### src/imi_pkg.sv
// Package of constants and types for the indexed move instruction block.
package imi_pkg;

    // ****************************************************************
    // Widths.
    // ****************************************************************
    localparam int unsigned ADDR_W = 12; // Data memory address width, 4096 bytes.
    localparam int unsigned DATA_W = 8;  // Data memory byte width.
    localparam int unsigned WORD_W = 16; // Program word width.
    localparam int unsigned OFFS_W = 7;  // Literal offset width.

    // ****************************************************************
    // Instruction encodings.
    // ****************************************************************
    localparam logic [8:0] OPC_IDX_TO_IDX = 9'h1d7; // First word top bits 1110 1011 1.
    localparam logic [8:0] OPC_IDX_TO_FILE = 9'h1d6; // First word top bits 1110 1011 0.
    localparam logic [3:0] OPC_SECOND_WORD = 4'hf;   // Second word top nibble 1111.
    localparam int unsigned OPC_HI = 15;            // Top bit of the opcode field.
    localparam int unsigned OPC9_LO = 7;            // Low bit of the nine-bit first opcode.
    localparam int unsigned OPC4_LO = 12;           // Low bit of the second word nibble.
    localparam int unsigned OFFS_HI = 6;            // Top bit of the offset field.
    localparam int unsigned FILE_HI = 11;           // Top bit of the file address field.

    // ****************************************************************
    // Phases of the instruction cycle.
    // ****************************************************************
    localparam logic [1:0] PH_Q1 = 2'h0; // Decode phase.
    localparam logic [1:0] PH_Q2 = 2'h1; // First address phase.
    localparam logic [1:0] PH_Q3 = 2'h2; // Second address phase.
    localparam logic [1:0] PH_Q4 = 2'h3; // Memory access phase.

    // Zero byte returned for an indirect source.
    localparam logic [7:0] ZERO_BYTE = 8'h00;

    // Sequencer states.
    typedef enum logic [1:0] {
        IMI_IDLE = 2'b00, // Waiting for a first word.
        IMI_SRC  = 2'b01, // First cycle: source address and read.
        IMI_DST  = 2'b10  // Second cycle: destination and write.
    } imi_state_t;

endpackage

### src/imi_decoder.sv
// Decoder and sequencer for the two indexed move instructions.
//
// Functional notes
// RULE1: Addresses are frame pointer plus 7-bit offsets.
// RULE2: Addresses reach the whole 4096-byte data space.
// RULE3: Decode first and second word encodings exactly.
// RULE4: Software avoids program counter and stack destinations.
// RULE5: Indirect source address reads back a zero.
// RULE6: Indirect destination address makes the move a no-op; the code does this for the indexed move only, a file move still writes.
// RULE7: Source in cycle one, destination in cycle two.
// RULE8: File move second cycle writes only in Q4.
// RULE9: No pointer or flag change; lone second word idles.
`timescale 1ns/1ps
`default_nettype none

module imi_decoder #(
    parameter logic [11:0] IND_ADDR_LO = 12'hfe0, // Lowest indirect register address.
    parameter logic [11:0] IND_ADDR_HI = 12'hfef  // Highest indirect register address.
) (
    input  wire logic                        clk_sys_i,     // System clock, 250 MHz.
    input  wire logic                        rst_i,         // Synchronous reset, active high.
    input  wire logic                        instr_valid_i, // Program word present in Q1.
    input  wire logic [imi_pkg::WORD_W-1:0]  instr_word_i,  // Program word from the fetch path.
    input  wire logic [imi_pkg::ADDR_W-1:0]  frame_ptr_i,   // Current frame pointer value.
    input  wire logic [imi_pkg::DATA_W-1:0]  mem_rd_data_i, // Read data, valid in the read cycle.
    output logic      [1:0]                  q_phase_o,     // Current instruction cycle phase.
    output logic                             claim_o,       // Word taken by this block in Q1.
    output logic                             busy_o,        // An indexed move is in flight.
    output logic      [imi_pkg::ADDR_W-1:0]  mem_addr_o,    // Data memory address.
    output logic                             mem_rd_o,      // Read strobe in Q4.
    output logic                             mem_wr_o,      // Write strobe in Q4.
    output logic      [imi_pkg::DATA_W-1:0]  mem_wr_data_o  // Write data.
);
    import imi_pkg::*;

    // ****************************************************************
    // State.
    // ****************************************************************
    logic [1:0]          phase_ff;   // Free running phase counter.
    imi_state_t          state_ff;   // Sequencer state.
    logic                to_idx_ff;  // High for indexed to indexed, low for indexed to file.
    logic [OFFS_W-1:0]   offs_ff;    // Offset of the current address step.
    logic [ADDR_W-1:0]   file_ff;    // Direct destination for the file move.
    logic [ADDR_W-1:0]   addr_ff;    // Computed address, stable in Q4.
    logic [DATA_W-1:0]   data_ff;    // Byte carried from the read to the write.
    logic                ind_ff;     // Computed address is an indirect register.
    logic [ADDR_W-1:0]   sum;        // Frame pointer plus offset.
    logic                sum_ind;    // Sum falls on an indirect register.
    logic                q1_take;    // A word is offered in the decode phase.
    logic                first_hit;  // Offered word is a first word of ours.
    logic                second_hit; // Offered word is a second word.

    // Address sum, twelve bits wide so it wraps inside the data space.
    // RULE1: frame pointer offset
    // RULE2: full space reach
    assign sum     = ADDR_W'(frame_ptr_i + {{(ADDR_W-OFFS_W){1'b0}}, offs_ff});
    assign sum_ind = (sum >= IND_ADDR_LO) && (sum <= IND_ADDR_HI);

    // Decode of the offered word.
    // RULE3: opcode match
    assign q1_take    = instr_valid_i && (phase_ff == PH_Q1);
    assign first_hit  = (instr_word_i[OPC_HI:OPC9_LO] == OPC_IDX_TO_IDX)
                     || (instr_word_i[OPC_HI:OPC9_LO] == OPC_IDX_TO_FILE);
    assign second_hit = (instr_word_i[OPC_HI:OPC4_LO] == OPC_SECOND_WORD);

    // ****************************************************************
    // Phase counter.
    // ****************************************************************
    // The four phases step once per clock and wrap from Q4 to Q1.
    always_ff @(posedge clk_sys_i) begin
        if (rst_i) begin
            phase_ff <= PH_Q1;
        end else begin
            phase_ff <= phase_ff + 2'h1;
        end
    end

    // ****************************************************************
    // Sequencer.
    // ****************************************************************
    // Words are only examined in Q1; the state holds for the other phases.
    always_ff @(posedge clk_sys_i) begin
        if (rst_i) begin
            state_ff  <= IMI_IDLE;
            to_idx_ff <= 1'b0;
            offs_ff   <= '0;
            file_ff   <= '0;
        end else if (phase_ff == PH_Q1) begin
            case (state_ff)
                IMI_IDLE: begin
                    // RULE9: lone second word
                    if (q1_take && first_hit) begin
                        state_ff  <= IMI_SRC;
                        to_idx_ff <= (instr_word_i[OPC_HI:OPC9_LO] == OPC_IDX_TO_IDX);
                        offs_ff   <= instr_word_i[OFFS_HI:0];
                    end
                end
                IMI_SRC: begin
                    // RULE7: enter second cycle
                    if (q1_take && second_hit) begin
                        state_ff <= IMI_DST;
                        offs_ff  <= instr_word_i[OFFS_HI:0];
                        file_ff  <= instr_word_i[FILE_HI:0];
                    end else begin
                        // A missing second word drops the move with no write.
                        state_ff <= IMI_IDLE;
                    end
                end
                IMI_DST: begin
                    // The move is done; a new first word may start at once.
                    if (q1_take && first_hit) begin
                        state_ff  <= IMI_SRC;
                        to_idx_ff <= (instr_word_i[OPC_HI:OPC9_LO] == OPC_IDX_TO_IDX);
                        offs_ff   <= instr_word_i[OFFS_HI:0];
                    end else begin
                        state_ff <= IMI_IDLE;
                    end
                end
                default: begin
                    state_ff <= IMI_IDLE;
                end
            endcase
        end
    end

    // ****************************************************************
    // Address step.
    // ****************************************************************
    // The address is settled over Q2 and Q3 and registered at the end of Q3.
    always_ff @(posedge clk_sys_i) begin
        if (rst_i) begin
            addr_ff <= '0;
            ind_ff  <= 1'b0;
        end else if (phase_ff == PH_Q3) begin
            if (state_ff == IMI_SRC) begin
                // RULE7: source address
                addr_ff <= sum;
                ind_ff  <= sum_ind;
            end else if (state_ff == IMI_DST && to_idx_ff) begin
                // RULE7: destination address
                addr_ff <= sum;
                ind_ff  <= sum_ind;
            end else if (state_ff == IMI_DST) begin
                // RULE8: direct file address, no read
                addr_ff <= file_ff;
                ind_ff  <= 1'b0;
            end
        end
    end

    // ****************************************************************
    // Data carry.
    // ****************************************************************
    // The source byte is caught at the end of the first cycle's Q4.
    always_ff @(posedge clk_sys_i) begin
        if (rst_i) begin
            data_ff <= ZERO_BYTE;
        end else if (phase_ff == PH_Q4 && state_ff == IMI_SRC) begin
            // RULE5: indirect source reads zero
            data_ff <= ind_ff ? ZERO_BYTE : mem_rd_data_i;
        end
    end

    // ****************************************************************
    // Outputs.
    // ****************************************************************
    // Strobes appear in Q4 only; nothing here drives the frame pointer or flags.
    assign q_phase_o     = phase_ff;
    assign busy_o        = (state_ff != IMI_IDLE);
    assign claim_o       = q1_take && (first_hit || (second_hit && state_ff == IMI_SRC));
    assign mem_addr_o    = addr_ff;
    assign mem_wr_data_o = data_ff;
    assign mem_rd_o      = (phase_ff == PH_Q4) && (state_ff == IMI_SRC) && !ind_ff;
    // RULE6: indirect destination suppresses write
    assign mem_wr_o      = (phase_ff == PH_Q4) && (state_ff == IMI_DST) && !ind_ff;
endmodule

`default_nettype wire

### config.mk
export PLATFORM = sky130hd
export DESIGN_NAME = imi_decoder
export DESIGN_NICKNAME = d
export VERILOG_FILES = /design/src/imi_pkg.sv /design/src/imi_decoder.sv
export SDC_FILE = /design/constraint.sdc
export NUM_CORES = 1
export LEC_CHECK = 0
export BUFFER_PORTS_ARGS = -buffer_cell sky130_fd_sc_hd__buf_2
export CORE_MARGIN = 2
export CORE_UTILIZATION = 37
export DETAILED_ROUTE_END_ITERATION = 10
export PLACE_DENSITY_LB_ADDON = 0.05
export SLEW_MARGIN = 40
export SYNTH_ARGS = -nofsm -noshare
export SYNTH_HDL_FRONTEND = slang
export SYNTH_SLANG_ARGS = --single-unit
### constraint.sdc
create_clock -name clk_sys_i -period 3.3 [get_ports clk_sys_i]
set_input_delay 0.99 -clock clk_sys_i [delete_from_list [all_inputs] [get_ports clk_sys_i]]
set_output_delay 0.99 -clock clk_sys_i [all_outputs]
set_load 0.03 [all_outputs]
After elaboration in Yosys (flattened, before gate mapping)
Cells that the tools add are included.
- flip-flop bits (word level): 45
- output and inout port bits: 26
- logic and storage cells: 61
- add/subtract/negate cells: 2
- magnitude comparators: 2
- eq/ne operators: 10
- muxes and demuxes: 14
- reduce and logical (&&, ||, !) cells: 25
- operator list (cell ; count):
    $mux W12 ; 3
    $eq A9 B9 Y1 const B ; 2
    $mux W7 ; 2
    $pmux W7 S2 ; 1
    $add A12 B7 Y12 ; 1
    $ge A12 B12 Y1 const B ; 1
    $le A12 B12 Y1 const B ; 1
    $logic_and A1 B1 Y1 ; 11
    $mux W8 ; 1
    $eq A2 B2 Y1 const B ; 3
    $pmux W2 S3 ; 1
    $reduce_and A3 Y1 ; 2
    $eq A4 B4 Y1 const B ; 1
    $logic_not A2 Y1 ; 2
    $mux W1 ; 4
    $mux W2 ; 2
    $ne A2 B2 Y1 const B ; 2
    $reduce_and A2 Y1 ; 2
    $reduce_and A4 Y1 ; 1
    $reduce_bool A2 Y1 ; 2
    $reduce_bool A3 Y1 ; 1
    $add A2 B1 Y2 const B ; 1
    $eq A2 B1 Y1 const B ; 1
    $logic_or A1 B1 Y1 ; 2
    3 further kinds ; 3

Longest topological paths before layout
- depth after elaboration: 5
- mapped depth: 8

Least setup slack after synthesis
OpenSTA, ideal clock, no wires.
- path kind: input port to output port
- start point: in instr_word_i[14] (netlist name)
- end point: out claim_o
- arrival time: 2.137 ns
- data required time: 2.310 ns
- path slack: 0.173 ns
- stages: 5
- path buffers: 2
- cell sequence: nand3_1 > or4_1 > buf_6 > buf_12 > nand2_1
- longest elaborated chain between the ends: 4
- ends and longest elaborated chain (item ; line ; RTL):
    from (decl) ; imi_decoder.sv:23 ; input wire logic [imi_pkg::WORD_W-1:0] instr_word_i,
    $eq A9 B9 Y1 (tied with other cells) ; imi_decoder.sv:62 ; assign first_hit = (instr_word_i[OPC_HI:OPC9_LO] == OPC_IDX_TO_IDX)
    $logic_or A1 B1 Y1 / $logic_and A1 B1 Y1 (equally long branches) ; imi_decoder.sv:63, imi_decoder.sv:170 ;
    $logic_or A1 B1 Y1 * ; imi_decoder.sv:170 ; assign claim_o = q1_take && (first_hit || (second_hit && state_ff == IMI_SRC));
    $logic_and A1 B1 Y1 * ; imi_decoder.sv:170 ;
    to (decl) ; imi_decoder.sv:27 ; output logic claim_o,
Every way passes the cells marked *; elsewhere a longest branch is shown, timed or not.

Worst setup path in the final report
Ends and elaborated chain as after synthesis.

==> results.toml <==
[status]
status = "finished clean"

[clocking]
cts_setup_buffers = 0
root_buffer = "clkbuf_8"
cts_htree_levels = 2
cts_tree = "yes"
worstSkewPairLatency_ns = 0.30
cts_sinks = 45
ctsResizeCount = 0
cts_buffers = 5
path_clk_slew_ns = 0.09
cts_hold_buffers = 0
cts_buffer_depth = 2

[detailed_routing]
vias_per_cell = 5.08
totalWireLength_um = 5620
drt_iter0_markers = 47
drc_errors = 0
routedWlPerCell_um = 13.7
detail-route-antenna-nets = 0
firstDrtPassIters = 4
dr_total_vias = 2077

[floorplan]
start_util_pct = 37.7
rows = 29
die_w_um = 83.7
core_area_mm2 = 0.00624
die_h_um = 83.7
dieArea_mm2 = 0.00701
ios = 65

[logic_synthesis]
synth_area_leaders = "dfxtp_1 (38%), mux2i_1 (9.4%), ha_1 (7.4%)"
synth_mux_area_share_pct = 9.36
synth_top_family_by_area = "simple AND/OR/NAND/NOR gates"
yosysMostFrequentCell = "dfxtp_1"
synthCells = 269
synth_top_flop_cell = "dfxtp_1"
synth_fa_ha_area_share_pct = 8.30
synthSimpleGateAreaFrac_pct = 21.3
synth_area_per_cell_um2 = 8.74
yosysTopAreaCell = "dfxtp_1"
synth_commonest_cells = "dfxtp_1 (45), nor2_1 (39), mux2i_1 (22), a21oi_1 (21), nand2_1 (21)"
synthArstFlopShare_pct = 0
yosysUniqueCellTypes = 47
synth_seq_cells = 45
synthesis.nets = 323
synth_xor_area_share_pct = 2.98
synth_compound_area_share_pct = 15.1
syn_area_mm2 = 0.00235
ys_seq_area_share_pct = 38.3
synth-edff-count = 0
yosys.area.top_type_share_pct = 38.3
yosys_warnings = 0

[cells_and_area]
syn_to_final_growth_pct = 19.7
nets = 385
final_cells = 409
stdcell_area_mm2 = 0.00282
antennaDiodeCount = 0
drive_gt1_share_pct = 24.1

[timing]
fin_worst_skew_ns = 0.00437
tns_ns = 0
hold_viol = 0
maxSlewHeadroom_pct = 56.0
fmax_mhz = 335
fin_crit_sh_pct = 90.6
rsz0062_at_grt = "no"
fin_crit_ns = 2.99
worst_slew_pin_slew_ns = 0.660
whs_ns = 0.468
finalSetupViolCount = 0
drv_slew = 0

[global_route]
grt_max_degree = 44
gr-total-overflow = 0
track_usage_pct = 16.9
grt_pass1_vias = 1932
grt_first_pass_wirelength_um = 9520
antenna_found_initial = 0

[setup_path]
reg2reg_from = "offs_ff[0]"
critPathLaunchType = "primary input"
r2r-end = "ind_ff"
cp_max_fo = 4
worst-r2r-cell-count = 7
rrSetupSlack_ns = 1.18
crit_type = "primary input to primary output"
worstPathRequired_ns = 2.31
crit_path_start = "instr_word_i[14]"
end_kind = "primary output"
arrival_ns = 2.00

[power_and_ir_drop]
vdd_drop_max_mv = 0.199
cellLeakagePower_nw = 1.42
cellPowerDensity_mw_per_mm2 = 349
total_power_uw = 982

[place]
portBuffers = 64
dp_hpwl_um = 4150
dp.cells = 401
gp_congestion = 0.858
dpl_cell_area_mm2 = 0.00273

[hold_path]
worstHoldStart = "q_phase_o[0]"
holdPathEnd = "q_phase_o[0]"
hold_path_depth = 1
hold_class = "flip-flop to flip-flop"

[job]
maxCapViolCount = 0
==> power by group <==
group,switching [mW],internal (mW)
Sequential,0.00222,0.545
Clock,0.202,0.151
Combinational,0.0471,0.0351
==> worst max-delay path, stage by stage <==
cell and delay, ns:
buf_2 0.07, nand3_1 0.15, or4_1 0.52, nand2_1 0.07, buf_2 0.18
==> metrics by stage <==
stage          setup WS [ns]  util (%)
3_5_place_dp           0.303      43.7
6_report               0.311      45.1
3_3_place_gp           0.313      43.7
2_1_floorplan          0.173         -
4_1_cts                0.300      45.1
5_1_grt                0.222      45.1
==> cell type report <==
cell class                      count  area (µm²)
Inverter                           10        37.5
Sequential cell                    45         901
Clock buffer                        5        68.8
Timing Repair Buffer               68         350
Multi-Input combinational cell    201        1340
Clock inverter                      3        21.3
Fill cell                         669        3430
Tap cell                           77        96.3
==> worst max path at each step <==
stage          depth (start not counted)  endpoint
5_1_grt                                5   claim_o
3_3_place_gp                           5   claim_o
3_5_place_dp                           5   claim_o
2_1_floorplan                          5   claim_o
4_1_cts                                5   claim_o
6_report                               5   claim_o
==> flip-flops by register name (all words and copies together), names as in the netlist <==
name	count
offs_ff	7
q_phase_o	2
to_idx_ff	1
state_ff	2
mem_wr_data_o	8
file_ff	12
mem_addr_o	12
ind_ff	1
==> per-layer routing <==
| layer | vias up | global-route usage, % | share of wire, % |
|---|---|---|---|
| met3 | 5 | 3.66 | 4.3 |
| met1 | 954 | 21.8 | 46 |
| li1 | 1070 | - | - |
| met5 | - | 0 | 0 |
| met2 | 48 | 28.4 | 48 |
| met4 | 0 | 4.84 | 1.2 |
==> placed cells by master (no fill, tap or decap), types with 2 or more instances in the layout <==
master | Yosys | final
mux2i_1 | 22 | 22
nor2b_1 | 3 | 3
a221oi_1 | 2 | 2
o21ai_0 | 8 | 8
nor3_1 | 2 | 2
a31oi_1 | 2 | 2
nand3_1 | 11 | 11
inv_1 | 9 | 9
ha_1 | 14 | 14
buf_2 | 1 | 64
xor2_1 | 2 | 2
nand2_1 | 21 | 21
clkbuf_8 | 0 | 5
and3_1 | 5 | 5
o22ai_1 | 4 | 4
xnor2_1 | 6 | 6
dfxtp_1 | 45 | 45
a21o_1 | 4 | 4
o211ai_1 | 2 | 2
nor2_1 | 39 | 39
a21oi_1 | 21 | 21
a311oi_1 | 3 | 3
nor3b_1 | 10 | 10
buf_4 | 0 | 4
==> cells by family after synthesis <==
family / after synthesis
buffers and inverters: 23
AO/OA/AOI/OAI: 55
flip-flops: 45
adder cells (fa/ha/maj): 15
AND/OR/NAND/NOR: 101
multiplexers: 22
XOR/XNOR: 8
Power figures use the tool's default switching activity.
